[src/design/lmd_defines.svh]
`ifndef LMD_DEFINES_SVH
`define LMD_DEFINES_SVH

// apb register byte offsets
`define LMD_REG_CTRL        12'h000
`define LMD_REG_STATUS      12'h004
`define LMD_REG_IOMISS      12'h008
`define LMD_REG_WAITCFG     12'h00C
`define LMD_CTRL_RUN_BIT    0
`define LMD_CTRL_DRAM_BIT   1
`define LMD_CTRL_RST        2'h3

// clock rates in hz
`define LMD_MASTER_HZ       14745600
`define LMD_DOUBLE_HZ       7372800
`define LMD_PROC_HZ         3686400
`define LMD_BASE_HZ         1843200
`define LMD_DIV_DOUBLE      (`LMD_MASTER_HZ / `LMD_DOUBLE_HZ)
`define LMD_DIV_PROC        (`LMD_MASTER_HZ / `LMD_PROC_HZ)
`define LMD_DIV_BASE        (`LMD_MASTER_HZ / `LMD_BASE_HZ)

// slow memory access time and its cycle count at the system clock
`define LMD_CLK_MHZ         20
`define LMD_SLOW_ACCESS_NS  250
`define LMD_SLOW_ACCESS_CYC ((`LMD_SLOW_ACCESS_NS * `LMD_CLK_MHZ + 999) / 1000)

// memory windows
`define LMD_LOWER_TOP_SMALL 16'h1FFF
`define LMD_LOWER_TOP_BIG   16'h3FFF
`define LMD_UPPER_BASE      16'h2000
`define LMD_UPPER_TOP       16'h3FFF
`define LMD_LOW16K_TOP      16'h3FFF
`define LMD_DRAM_BASE       16'h4000

// io windows
`define LMD_IO_SER_FIRST    8'h70
`define LMD_IO_SER_LAST     8'h7F
`define LMD_IO_CTR_FIRST    8'hD0
`define LMD_IO_CTR_LAST     8'hDB
`define LMD_IO_MIA_FIRST    8'hE0
`define LMD_IO_MIA_LAST     8'hEB
// bit 3 held low and bits 2..0 stop at 6, so the backplane array takes only seven ports
`define LMD_IO_BIA_HIGH     5'h16
`define LMD_IO_BIA_LAST     3'h6

// jumper positions, closed reads as 1
`define LMD_JP_A            0
`define LMD_JP_B            1
`define LMD_JP_C            2
`define LMD_JP_D            3
`define LMD_JP_E            4
`define LMD_JP_F            5
`define LMD_JP_G            6
`define LMD_JP_H            7
`define LMD_JP_J            8

`endif

[src/design/lmd_pkg.sv]
package lmd_pkg;

  typedef enum logic [1:0] {LOWER_NONE, LOWER_ROM4K, LOWER_ROM8K, LOWER_ROM16K} lmd_lower_t;

  typedef enum logic [2:0] {UPPER_NONE, UPPER_ROM4K, UPPER_ROM8K, UPPER_SRAM2K,
                            UPPER_SRAM8K} lmd_upper_t;

  typedef enum logic [1:0] {WAIT_IDLE, WAIT_HOLD, WAIT_DONE} lmd_wait_state_t;

endpackage : lmd_pkg

[src/design/lmd_wait_if.sv]
`timescale 1ns/100ps
interface lmd_wait_if;
  logic       start;
  logic       gate;
  logic [3:0] states;
  logic       access_end;
  logic       req;
  logic       wait_n;

  modport ctrl (output start, output gate, output states, output access_end,
                input req, input wait_n);
  modport gen  (input start, input gate, input states, input access_end,
                output req, output wait_n);
endinterface : lmd_wait_if

[src/design/lmd_wait_gen.sv]
`timescale 1ns/100ps
`include "lmd_defines.svh"
module lmd_wait_gen (
  input  wire logic sys_clk_i,
  input  wire logic reset_n_i,
  lmd_wait_if.gen   wif
);
  lmd_pkg::lmd_wait_state_t state_r;
  logic [3:0]               cnt_r;

  always_ff @(posedge sys_clk_i or negedge reset_n_i)
  begin
    if (!reset_n_i)
    begin
      state_r <= lmd_pkg::WAIT_IDLE;
      cnt_r   <= 4'h0;
    end
    else
    begin
      case (state_r)
        lmd_pkg::WAIT_IDLE:
        begin
          if (wif.start)
          begin
            state_r <= lmd_pkg::WAIT_HOLD;
            cnt_r   <= wif.states;
          end
        end
        lmd_pkg::WAIT_HOLD:
        begin
          // released after the programmed count, never held forever
          if (cnt_r <= 4'h1)
            state_r <= lmd_pkg::WAIT_DONE;
          else
            cnt_r <= cnt_r - 4'h1;
        end
        lmd_pkg::WAIT_DONE:
        begin
          if (wif.access_end)
            state_r <= lmd_pkg::WAIT_IDLE;
        end
        default:
          state_r <= lmd_pkg::WAIT_IDLE;
      endcase
    end
  end

  assign wif.req    = (state_r == lmd_pkg::WAIT_HOLD);
  assign wif.wait_n = !(wif.req && wif.gate);
endmodule : lmd_wait_gen

[src/design/lmd_top.sv]
// What this block does
// three locked clocks divided from master clock
// slowest clock drives counter trigger inputs
// middle clock is common processor system clock
// lower socket window 3FFF if 16K, else 1FFF
// upper socket window fixed 2000 to 3FFF
// jumpers A-D lower, E-H upper, J gates wait
// wait requested on every lowest 16K access
// integrator closes J for parts over 250 ns
// A,D closed, B,C open selects 16K lower
// F,G open, H closed gives upper 4K ROM
// E,H closed, F,G open gives upper 8K ROM
// F,G closed, E,H open gives 2K SRAM
// F,H closed, E,G open gives 8K SRAM
// 64K dram mapped, 48K usable above sockets
// dram refresh and row/column multiplex here
// exactly 47 io ports decoded in four groups
// firmware uses decoded io ports only
// io select uses low eight address lines
// active-low wait stretches access until released
// B,C closed, A,D open gives 4K/8K lower ROM
// other memory goes to dram, one source only; code sends only 4000 and up to dram, unused socket space below selects nothing
//
// The APB interface to the registers and the placing of the registers were left to the implementer.
`timescale 1ns/100ps
`include "lmd_defines.svh"
module lmd_top #(
  parameter int REFRESH_CYCLES = 64
) (
  input  wire logic        sys_clk_i,
  input  wire logic        reset_n_i,
  input  wire logic        psel_i,
  input  wire logic        penable_i,
  input  wire logic        pwrite_i,
  input  wire logic [11:0] paddr_i,
  input  wire logic [31:0] pwdata_i,
  output logic      [31:0] prdata_o,
  output logic             pready_o,
  output logic             pslverr_o,
  input  wire logic [15:0] cpu_addr_i,
  input  wire logic        cpu_mreq_n_i,
  input  wire logic        cpu_iorq_n_i,
  input  wire logic        cpu_rd_n_i,
  input  wire logic        cpu_wr_n_i,
  input  wire logic        cpu_m1_n_i,
  input  wire logic [8:0]  memory_config_jumper_i,
  output logic             double_rate_clock_o,
  output logic             processor_clock_o,
  output logic             counter_base_clock_o,
  output logic             double_rate_clock_en_o,
  output logic             processor_clock_en_o,
  output logic             counter_base_clock_en_o,
  output logic             counter_trigger_input_o,
  output logic             lower_rom_socket_sel_o,
  output logic             upper_memory_socket_sel_o,
  output logic             upper_memory_socket_we_o,
  output logic             dram_sel_o,
  output logic [7:0]       dram_mux_addr_o,
  output logic             dram_refresh_o,
  output logic             serial_channel_part_sel_o,
  output logic             counter_timer_part_sel_o,
  output logic             memory_interface_array_sel_o,
  output logic             backplane_interface_array_sel_o,
  output logic [3:0]       io_port_index_o,
  output logic             io_unmapped_o,
  output logic             mia_wait_req_o,
  output logic             cpu_wait_n_o,
  output logic             card_reset_n_o
);
  logic [2:0]  div_cnt_r;
  logic [1:0]  ctrl_r;
  logic [3:0]  wait_cfg_r;
  logic [15:0] io_miss_r;
  logic        mreq_prev_r;
  logic        io_prev_r;
  logic        col_phase_r;
  logic [7:0]  refresh_row_r;
  logic [7:0]  refresh_cnt_r;
  logic        mem_start;
  logic        io_cycle;
  logic        io_start;
  logic        apb_wr;
  logic        apb_rd;
  lmd_pkg::lmd_lower_t lower_cfg;
  lmd_pkg::lmd_upper_t upper_cfg;
  lmd_wait_if wif ();

  function automatic logic div_hit(input logic [2:0] cnt, input logic [2:0] mask);
    div_hit = ((cnt & mask) == mask);
  endfunction : div_hit

  function automatic logic in_range(input logic [15:0] a, input logic [15:0] lo,
                                    input logic [15:0] hi);
    in_range = (a >= lo) && (a <= hi);
  endfunction : in_range

  function automatic logic jp(input logic [8:0] j, input int pos);
    jp = j[pos];
  endfunction : jp

  // lower socket setting from positions A..D
  function automatic lmd_pkg::lmd_lower_t lower_decode(input logic [8:0] j);
    if (jp(j, `LMD_JP_A) && !jp(j, `LMD_JP_B) && !jp(j, `LMD_JP_C) && jp(j, `LMD_JP_D))
      lower_decode = lmd_pkg::LOWER_ROM16K;
    else if (!jp(j, `LMD_JP_A) && jp(j, `LMD_JP_B) && !jp(j, `LMD_JP_D))
      // C closed reads as the smaller part; both decode the same window
      lower_decode = jp(j, `LMD_JP_C) ? lmd_pkg::LOWER_ROM4K : lmd_pkg::LOWER_ROM8K;
    else
      lower_decode = lmd_pkg::LOWER_NONE;
  endfunction : lower_decode

  // upper socket setting from positions E..H
  function automatic lmd_pkg::lmd_upper_t upper_decode(input logic [8:0] j);
    if (!jp(j, `LMD_JP_F) && !jp(j, `LMD_JP_G) && jp(j, `LMD_JP_H))
      // E closed picks the 8K part, E open the 4K part
      upper_decode = jp(j, `LMD_JP_E) ? lmd_pkg::UPPER_ROM8K : lmd_pkg::UPPER_ROM4K;
    else if (!jp(j, `LMD_JP_E) && jp(j, `LMD_JP_F) && jp(j, `LMD_JP_G) && !jp(j, `LMD_JP_H))
      upper_decode = lmd_pkg::UPPER_SRAM2K;
    else if (!jp(j, `LMD_JP_E) && jp(j, `LMD_JP_F) && !jp(j, `LMD_JP_G) && jp(j, `LMD_JP_H))
      upper_decode = lmd_pkg::UPPER_SRAM8K;
    else
      upper_decode = lmd_pkg::UPPER_NONE;
  endfunction : upper_decode

  // clock divider, all three rates from one counter so edges stay aligned
  always_ff @(posedge sys_clk_i or negedge reset_n_i)
  begin
    if (!reset_n_i)
      div_cnt_r <= 3'h0;
    else if (ctrl_r[`LMD_CTRL_RUN_BIT])
      div_cnt_r <= div_cnt_r + 3'h1;
  end

  always_ff @(posedge sys_clk_i or negedge reset_n_i)
  begin
    if (!reset_n_i)
    begin
      double_rate_clock_o  <= 1'b0;
      processor_clock_o    <= 1'b0;
      counter_base_clock_o <= 1'b0;
    end
    else
    begin
      double_rate_clock_o  <= div_cnt_r[0];
      processor_clock_o    <= div_cnt_r[1];
      counter_base_clock_o <= div_cnt_r[2];
    end
  end

  assign double_rate_clock_en_o  = ctrl_r[`LMD_CTRL_RUN_BIT] &&
                                   div_hit(div_cnt_r, 3'(`LMD_DIV_DOUBLE - 1));
  assign processor_clock_en_o    = ctrl_r[`LMD_CTRL_RUN_BIT] &&
                                   div_hit(div_cnt_r, 3'(`LMD_DIV_PROC - 1));
  assign counter_base_clock_en_o = ctrl_r[`LMD_CTRL_RUN_BIT] &&
                                   div_hit(div_cnt_r, 3'(`LMD_DIV_BASE - 1));
  assign counter_trigger_input_o = counter_base_clock_o;

  assign lower_cfg = lower_decode(memory_config_jumper_i);
  assign upper_cfg = upper_decode(memory_config_jumper_i);

  // memory decode, registered so selects are glitch free
  always_ff @(posedge sys_clk_i or negedge reset_n_i)
  begin
    if (!reset_n_i)
    begin
      lower_rom_socket_sel_o    <= 1'b0;
      upper_memory_socket_sel_o <= 1'b0;
      upper_memory_socket_we_o  <= 1'b0;
      dram_sel_o                <= 1'b0;
    end
    else
    begin
      lower_rom_socket_sel_o    <= 1'b0;
      upper_memory_socket_sel_o <= 1'b0;
      upper_memory_socket_we_o  <= 1'b0;
      dram_sel_o                <= 1'b0;
      if (!cpu_mreq_n_i)
      begin
        if (lower_cfg == lmd_pkg::LOWER_ROM16K)
        begin
          // upper socket is empty in this mode; never drive both
          lower_rom_socket_sel_o <= in_range(cpu_addr_i, 16'h0000,
                                             `LMD_LOWER_TOP_BIG);
        end
        else
        begin
          lower_rom_socket_sel_o <= (lower_cfg != lmd_pkg::LOWER_NONE) &&
                                    in_range(cpu_addr_i, 16'h0000,
                                             `LMD_LOWER_TOP_SMALL);
          upper_memory_socket_sel_o <= (upper_cfg != lmd_pkg::UPPER_NONE) &&
                                       in_range(cpu_addr_i, `LMD_UPPER_BASE,
                                                `LMD_UPPER_TOP);
          upper_memory_socket_we_o  <= !cpu_wr_n_i &&
                                       ((upper_cfg == lmd_pkg::UPPER_SRAM2K) ||
                                        (upper_cfg == lmd_pkg::UPPER_SRAM8K)) &&
                                       in_range(cpu_addr_i, `LMD_UPPER_BASE,
                                                `LMD_UPPER_TOP);
        end
        dram_sel_o <= ctrl_r[`LMD_CTRL_DRAM_BIT] &&
                      (cpu_addr_i >= `LMD_DRAM_BASE);
      end
    end
  end

  // dram row first, column from the first double-rate tick of the access, refresh when idle
  always_ff @(posedge sys_clk_i or negedge reset_n_i)
  begin
    if (!reset_n_i)
      col_phase_r <= 1'b0;
    else if (cpu_mreq_n_i)
      col_phase_r <= 1'b0;
    else if (double_rate_clock_en_o)
      col_phase_r <= 1'b1;
  end

  always_ff @(posedge sys_clk_i or negedge reset_n_i)
  begin
    if (!reset_n_i)
    begin
      refresh_cnt_r  <= 8'h00;
      refresh_row_r  <= 8'h00;
      dram_refresh_o <= 1'b0;
    end
    else
    begin
      dram_refresh_o <= 1'b0;
      if (processor_clock_en_o)
      begin
        if (refresh_cnt_r >= 8'(REFRESH_CYCLES - 1))
        begin
          refresh_cnt_r <= 8'h00;
          // refresh skipped for this period while the processor holds memory
          if (cpu_mreq_n_i)
          begin
            dram_refresh_o <= 1'b1;
            refresh_row_r  <= refresh_row_r + 8'h01;
          end
        end
        else
          refresh_cnt_r <= refresh_cnt_r + 8'h01;
      end
    end
  end

  always_ff @(posedge sys_clk_i or negedge reset_n_i)
  begin
    if (!reset_n_i)
      dram_mux_addr_o <= 8'h00;
    else if (cpu_mreq_n_i)
      dram_mux_addr_o <= refresh_row_r;
    else if (col_phase_r)
      dram_mux_addr_o <= cpu_addr_i[7:0];
    else
      dram_mux_addr_o <= cpu_addr_i[15:8];
  end

  // io decode; interrupt acknowledge (m1 with iorq) is not a port access
  assign io_cycle = !cpu_iorq_n_i && cpu_m1_n_i;

  always_ff @(posedge sys_clk_i or negedge reset_n_i)
  begin
    if (!reset_n_i)
    begin
      serial_channel_part_sel_o       <= 1'b0;
      counter_timer_part_sel_o        <= 1'b0;
      memory_interface_array_sel_o    <= 1'b0;
      backplane_interface_array_sel_o <= 1'b0;
      io_port_index_o                 <= 4'h0;
      io_unmapped_o                   <= 1'b0;
    end
    else
    begin
      serial_channel_part_sel_o       <= 1'b0;
      counter_timer_part_sel_o        <= 1'b0;
      memory_interface_array_sel_o    <= 1'b0;
      backplane_interface_array_sel_o <= 1'b0;
      io_unmapped_o                   <= 1'b0;
      io_port_index_o                 <= cpu_addr_i[3:0];
      if (io_cycle)
      begin
        if (cpu_addr_i[7:0] >= `LMD_IO_SER_FIRST && cpu_addr_i[7:0] <= `LMD_IO_SER_LAST)
          serial_channel_part_sel_o <= 1'b1;
        else if (cpu_addr_i[7:0] >= `LMD_IO_CTR_FIRST &&
                 cpu_addr_i[7:0] <= `LMD_IO_CTR_LAST)
          counter_timer_part_sel_o <= 1'b1;
        else if (cpu_addr_i[7:0] >= `LMD_IO_MIA_FIRST &&
                 cpu_addr_i[7:0] <= `LMD_IO_MIA_LAST)
          memory_interface_array_sel_o <= 1'b1;
        else if (cpu_addr_i[7:3] == `LMD_IO_BIA_HIGH &&
                 cpu_addr_i[2:0] <= `LMD_IO_BIA_LAST)
          backplane_interface_array_sel_o <= 1'b1;
        else
          io_unmapped_o <= 1'b1;
      end
    end
  end

  // access edge detection for wait and miss counting
  always_ff @(posedge sys_clk_i or negedge reset_n_i)
  begin
    if (!reset_n_i)
    begin
      mreq_prev_r <= 1'b1;
      io_prev_r   <= 1'b0;
    end
    else
    begin
      mreq_prev_r <= cpu_mreq_n_i;
      io_prev_r   <= io_cycle;
    end
  end

  assign mem_start = !cpu_mreq_n_i && mreq_prev_r &&
                     (cpu_addr_i <= `LMD_LOW16K_TOP);
  assign io_start  = io_cycle && !io_prev_r;

  assign wif.start      = mem_start;
  assign wif.gate       = memory_config_jumper_i[`LMD_JP_J];
  assign wif.states     = wait_cfg_r;
  assign wif.access_end = cpu_mreq_n_i;

  lmd_wait_gen u_wait (
    .sys_clk_i (sys_clk_i),
    .reset_n_i (reset_n_i),
    .wif       (wif.gen)
  );

  assign mia_wait_req_o = wif.req;
  assign cpu_wait_n_o   = wif.wait_n;

  // card reset released one clock after the block's own reset
  always_ff @(posedge sys_clk_i or negedge reset_n_i)
  begin
    if (!reset_n_i)
      card_reset_n_o <= 1'b0;
    else
      card_reset_n_o <= 1'b1;
  end

  // apb slave, zero wait states
  assign apb_wr    = psel_i && penable_i && pwrite_i;
  assign apb_rd    = psel_i && !pwrite_i;
  assign pready_o  = 1'b1;
  assign pslverr_o = psel_i && penable_i &&
                     !((paddr_i == `LMD_REG_CTRL) || (paddr_i == `LMD_REG_STATUS) ||
                       (paddr_i == `LMD_REG_IOMISS) || (paddr_i == `LMD_REG_WAITCFG));

  always_ff @(posedge sys_clk_i or negedge reset_n_i)
  begin
    if (!reset_n_i)
      ctrl_r <= `LMD_CTRL_RST;
    else if (apb_wr && paddr_i == `LMD_REG_CTRL)
      ctrl_r <= pwdata_i[1:0];
  end

  always_ff @(posedge sys_clk_i or negedge reset_n_i)
  begin
    if (!reset_n_i)
      wait_cfg_r <= 4'(`LMD_SLOW_ACCESS_CYC);
    else if (apb_wr && paddr_i == `LMD_REG_WAITCFG)
      wait_cfg_r <= (pwdata_i[3:0] == 4'h0) ? 4'h1 : pwdata_i[3:0];
  end

  // miss counter: a new miss and a software clear in the same cycle leave a count of one
  always_ff @(posedge sys_clk_i or negedge reset_n_i)
  begin
    if (!reset_n_i)
      io_miss_r <= 16'h0000;
    else if (io_start && !io_unmapped_hit(cpu_addr_i[7:0]))
      io_miss_r <= (apb_wr && paddr_i == `LMD_REG_IOMISS) ? 16'h0001 :
                   ((io_miss_r == 16'hFFFF) ? io_miss_r : io_miss_r + 16'h0001);
    else if (apb_wr && paddr_i == `LMD_REG_IOMISS)
      io_miss_r <= 16'h0000;
  end

  function automatic logic io_unmapped_hit(input logic [7:0] a);
    io_unmapped_hit = (a >= `LMD_IO_SER_FIRST && a <= `LMD_IO_SER_LAST) ||
                      (a >= `LMD_IO_CTR_FIRST && a <= `LMD_IO_CTR_LAST) ||
                      (a >= `LMD_IO_MIA_FIRST && a <= `LMD_IO_MIA_LAST) ||
                      (a[7:3] == `LMD_IO_BIA_HIGH && a[2:0] <= `LMD_IO_BIA_LAST);
  endfunction : io_unmapped_hit

  always_ff @(posedge sys_clk_i or negedge reset_n_i)
  begin
    if (!reset_n_i)
      prdata_o <= 32'h0000_0000;
    else if (apb_rd && !penable_i)
    begin
      if (paddr_i == `LMD_REG_CTRL)
        prdata_o <= {30'h0, ctrl_r};
      else if (paddr_i == `LMD_REG_STATUS)
        prdata_o <= {16'h0, 1'b0, wif.req, memory_config_jumper_i, upper_cfg, lower_cfg};
      else if (paddr_i == `LMD_REG_IOMISS)
        prdata_o <= {16'h0, io_miss_r};
      else if (paddr_i == `LMD_REG_WAITCFG)
        prdata_o <= {28'h0, wait_cfg_r};
      else
        prdata_o <= 32'h0000_0000;
    end
  end
endmodule : lmd_top

[config.mk]
export PLATFORM = sky130hd
export DESIGN_NAME = lmd_top
export DESIGN_NICKNAME = d
export VERILOG_FILES = /design/src/design/lmd_pkg.sv /design/src/design/lmd_wait_if.sv /design/src/design/lmd_wait_gen.sv /design/src/design/lmd_top.sv
export VERILOG_INCLUDE_DIRS = /design/src /design/src/design
export SDC_FILE = /design/constraint.sdc
export NUM_CORES = 1
export LEC_CHECK = 0
export ABC_AREA = 0
export BUFFER_PORTS_ARGS = -buffer_cell sky130_fd_sc_hd__buf_2
export CORE_MARGIN = 2
export CORE_UTILIZATION = 55
export CTS_CLUSTER_SIZE = 12
export DETAILED_ROUTE_END_ITERATION = 6
export PLACE_DENSITY_LB_ADDON = 0.08
export RECOVER_POWER = 25
export SYNTH_ARGS = -nofsm -noshare
export SYNTH_HDL_FRONTEND = slang
export SYNTH_SLANG_ARGS = --single-unit
[constraint.sdc]
create_clock -name sys_clk_i -period 3.5 [get_ports sys_clk_i]
set_clock_uncertainty 0.1 [all_clocks]
set_input_delay 0.525 -clock sys_clk_i [delete_from_list [all_inputs] [get_ports sys_clk_i]]
set_output_delay 0.525 -clock sys_clk_i [all_outputs]
set_load 0.02 [all_outputs]
==> metrics.md <==
| Metric | Value |
|---|---|
| Synth Area in Simple Gates | `0.208` |
| Post-CTS setup buffers | `0` |
| Syn Inst Count | `~460` |
| CP dominant cell by count | `or3_1` |
| Critical Path Start Type | `primary input` |
| Drt first-iter violations | `185` |
| Minimum clock period | `2.37 ns` |
| Synth Register Bits | `92` |
| DR vias | `3821` |
| Final Hold Viols | `0` |
| Post-Synthesis Mean Instance Area | `10.1 um2` |
| Final hold slack | `0.234 ns` |
| Maximum clock insertion buffer count | `2` |
| PortBufs | `98` |
| Largest fanout on the critical path | `18` |
| CTS H-tree lvls | `3` |
| Clock latency at the later pin of the worst-skew pair | `0.37 ns` |
| Total GRT Usage | `0.240` |
| Post-DP HPWL | `7730 um` |
| FP Rows | `33` |
| RSZ-0062 raised after global routing | `no` |
| Synth Area in XOR/XNOR | `0.0151` |
| DRC violations left | `0` |
| Data required time of the critical path | `3.67 ns` |
| I/O pin count | `145` |
| Largest net degree at the start of global routing | `60` |
| Routed WL per cell | `15.8 um` |
| Drt first pass iters | `5` |
| Hold Path Depth | `1` |
| Ant diodes | `0` |
| Slowest stage delay, CP | `0.60 ns` |
| Syn. warnings | `0` |
| Status | `completed` |
| R2R setup slack | `1.14 ns` |
| Number of max-cap violations | `0` |
| Top cell type's share of synthesized area | `0.471` |
| TritonCTS Sinks | `92` |
| CTS tree | `done` |
| Antenna violations before repair | `0` |
| Number of synthesized flops with an enable pin | `0` |
| Die ar. | `9160 um2` |
| ANT nets after route | `0` |
| Largest family of logic cells by synthesized area | `simple AND/OR/NAND/NOR gates` |
| Fraction of synthesized area in multiplexers | `0.0752` |
| Hold buffers post-CTS | `0` |
| Synth cell count leaders | `87 x dfrtp_1, 50 x nand2_1, 24 x nor2_1` |
| Critical path cell sequence | `buf_2, and4b_4, or3_1, or3_1, or4_4, mux2i_1` |
| Dominant cells by area after synthesis | `dfrtp_1 47%, mux2i_1 4.1%, nand2_1 4.1%, buf_4 2.9%, dfstp_2 2.8%` |
| Min-delay src | `cpu_addr_i[1]` |
| Reg2reg path depth | `5` |
| P&R area growth vs syn | `15.1%` |
| Total power | `2.29 mW` |
| Worst-margin pin slew | `1.46 ns` |
| Endpoint class of the critical path | `register` |
| Hold Path End | `io_port_index_o[1]` |
| Synth area leader | `dfrtp_1` |
| Setup CP Type | `in2reg` |
| Post-layout util | `0.651` |
| Final Wtd Congestion | `0.893` |
| Placeable Area | `8180 um2` |
| CTS buffer count | `9` |
| CTS Root Cell | `clkbuf_8` |
| Vias/cell | `5.79` |
| Share of cells above drive strength 1 | `0.249` |
| Reg2Reg Capture Point | `io_miss_r[15]` |
| Post-synthesis compound-gate area fraction | `0.128` |
| Sum of negative setup slack | `0 ns` |
| Adder-Cell Fraction of Synth Area | `0.0189` |
| Starting density of the core | `0.566` |
| Peak VDD IR | `approximately 200 uV` |
| Vias in the first global route | `~3400` |
| Count of final max-slew check failures | `0` |
| Total grt overflow | `0` |
| Achievable clock frequency | `0.422 GHz` |
| First-pass GRT wire length | `16600 um` |
| Die Span Y | `95.7 um` |
| P per Cell Area | `431 nW/um2` |
| # setup viols final | `0` |
| Netlist Area Pre-Place | `4630 um2` |
| Final nets | `636` |
| Fin crit share | `0.677` |
| Critical Path Source | `cpu_addr_i[7]` |
| Rel. slew slack | `0.0252` |
| CTS resizes | `0` |
| CP arrival | `roughly 2.5 ns` |
| Hold/Removal Path Class | `in2reg` |
| Detailed Route WL | `10400 um` |
| Ys async rst share | `1.00` |
| Critical path's slowest cell | `or4_4` |
| Leakage power | `approximately 2.5 nW` |
| Most common flop cell mapped by yosys | `dfrtp_1` |
| Die width | `95.7 um` |
| Register area share after synthesis | `0.499` |
| Worst r2r src | `io_miss_r[3]` |
| Cell with the most instances after synthesis | `dfrtp_1` |
| Clock transition at path regs | `0.10 ns` |
| Netlist cell types | `57` |
[power by group]
group | switching, mW | total, mW | internal (mW)
Combinational | 0.229 | 0.375 | 0.147
Sequential | 0.0755 | 1.21 | 1.13
Clock | 0.417 | 0.710 | 0.293
Total | 0.721 | 2.29 | 1.57
[layer usage]
metal / track usage / wire, um
met5: 0 / 0
met4: 0.0762 / 188
met3: 0.0595 / 820
met2: 0.383 / 4830
met1: 0.323 / 4580
[critical path, delay by kind of cell]
| kind | cells | cell delay, ns |
|---|---|---|
| buf+inv | 1 | 0.15 |
| mux | 1 | 0.13 |
| simple gates | 4 | 1.73 |
[cells in the final DEF (no fill, tap or decap), types with 14 or more instances in the layout]
cell type,instances
conb_1,18
o21ai_0,22
buf_2,92
o31ai_1,17
mux2i_1,19
nand2_1,50
nand2b_1,14
dfrtp_1,87
nor3_1,15
nor2_1,24
nand3_1,14
[worst max-delay path by stage]
stage                         end  slack, ns  cells after the start
floorplan           io_miss_r[10]       1.16                      6
global placement    io_miss_r[10]       0.77                      6
detailed placement  io_miss_r[10]       0.75                      6
CTS                 io_miss_r[15]       1.14                      5
global route        io_miss_r[15]       1.01                      5
finish              io_miss_r[10]       1.13                      6
[state kept, by name, summed over array words and instances, names as in the netlist, 2 cells and up]
register,cells
ctrl_r,2
dram_mux_addr_o,8
div_cnt_r,3
u_wait.cnt_r,4
refresh_cnt_r,8
refresh_row_r,8
u_wait.state_r,2
wait_cfg_r,4
io_port_index_o,4
prdata_o,16
io_miss_r,16
[logic make-up (layout without fill, tap and decap cells)]
group | Yosys count | in the layout
AO/OA/AOI/OAI | 87 | 87
XOR/XNOR | 8 | 8
adder cells (fa/ha/maj) | 7 | 7
buffers and inverters | 48 | 130
flip-flops | 92 | 92
multiplexers | 31 | 31
other | 2 | 18
AND/OR/NAND/NOR | 182 | 182
[through the flow]
step / std cells / worst slack (ns) / area (um2)
floorplan: 473 / 1.16 / 4690
global placement: 644 / 0.773 / 5140
detailed placement: 644 / 0.749 / 5140
finish: 660 / 1.13 / 5320
global route: 660 / 1.01 / 5320
CTS: 660 / 1.14 / 5330
[cell type report]
cell class | count | area [um2]
fillers | 682 | 2850
well taps | 105 | 131
clock inverters | 6 | 55.1
flip-flops and latches | 92 | 2310
multi-input cells | 333 | 2130
inverters | 11 | 41.3
repair buffers | 103 | 522
clock buffers | 10 | 138
No activity file was read; power rests on OpenSTA's default activity.
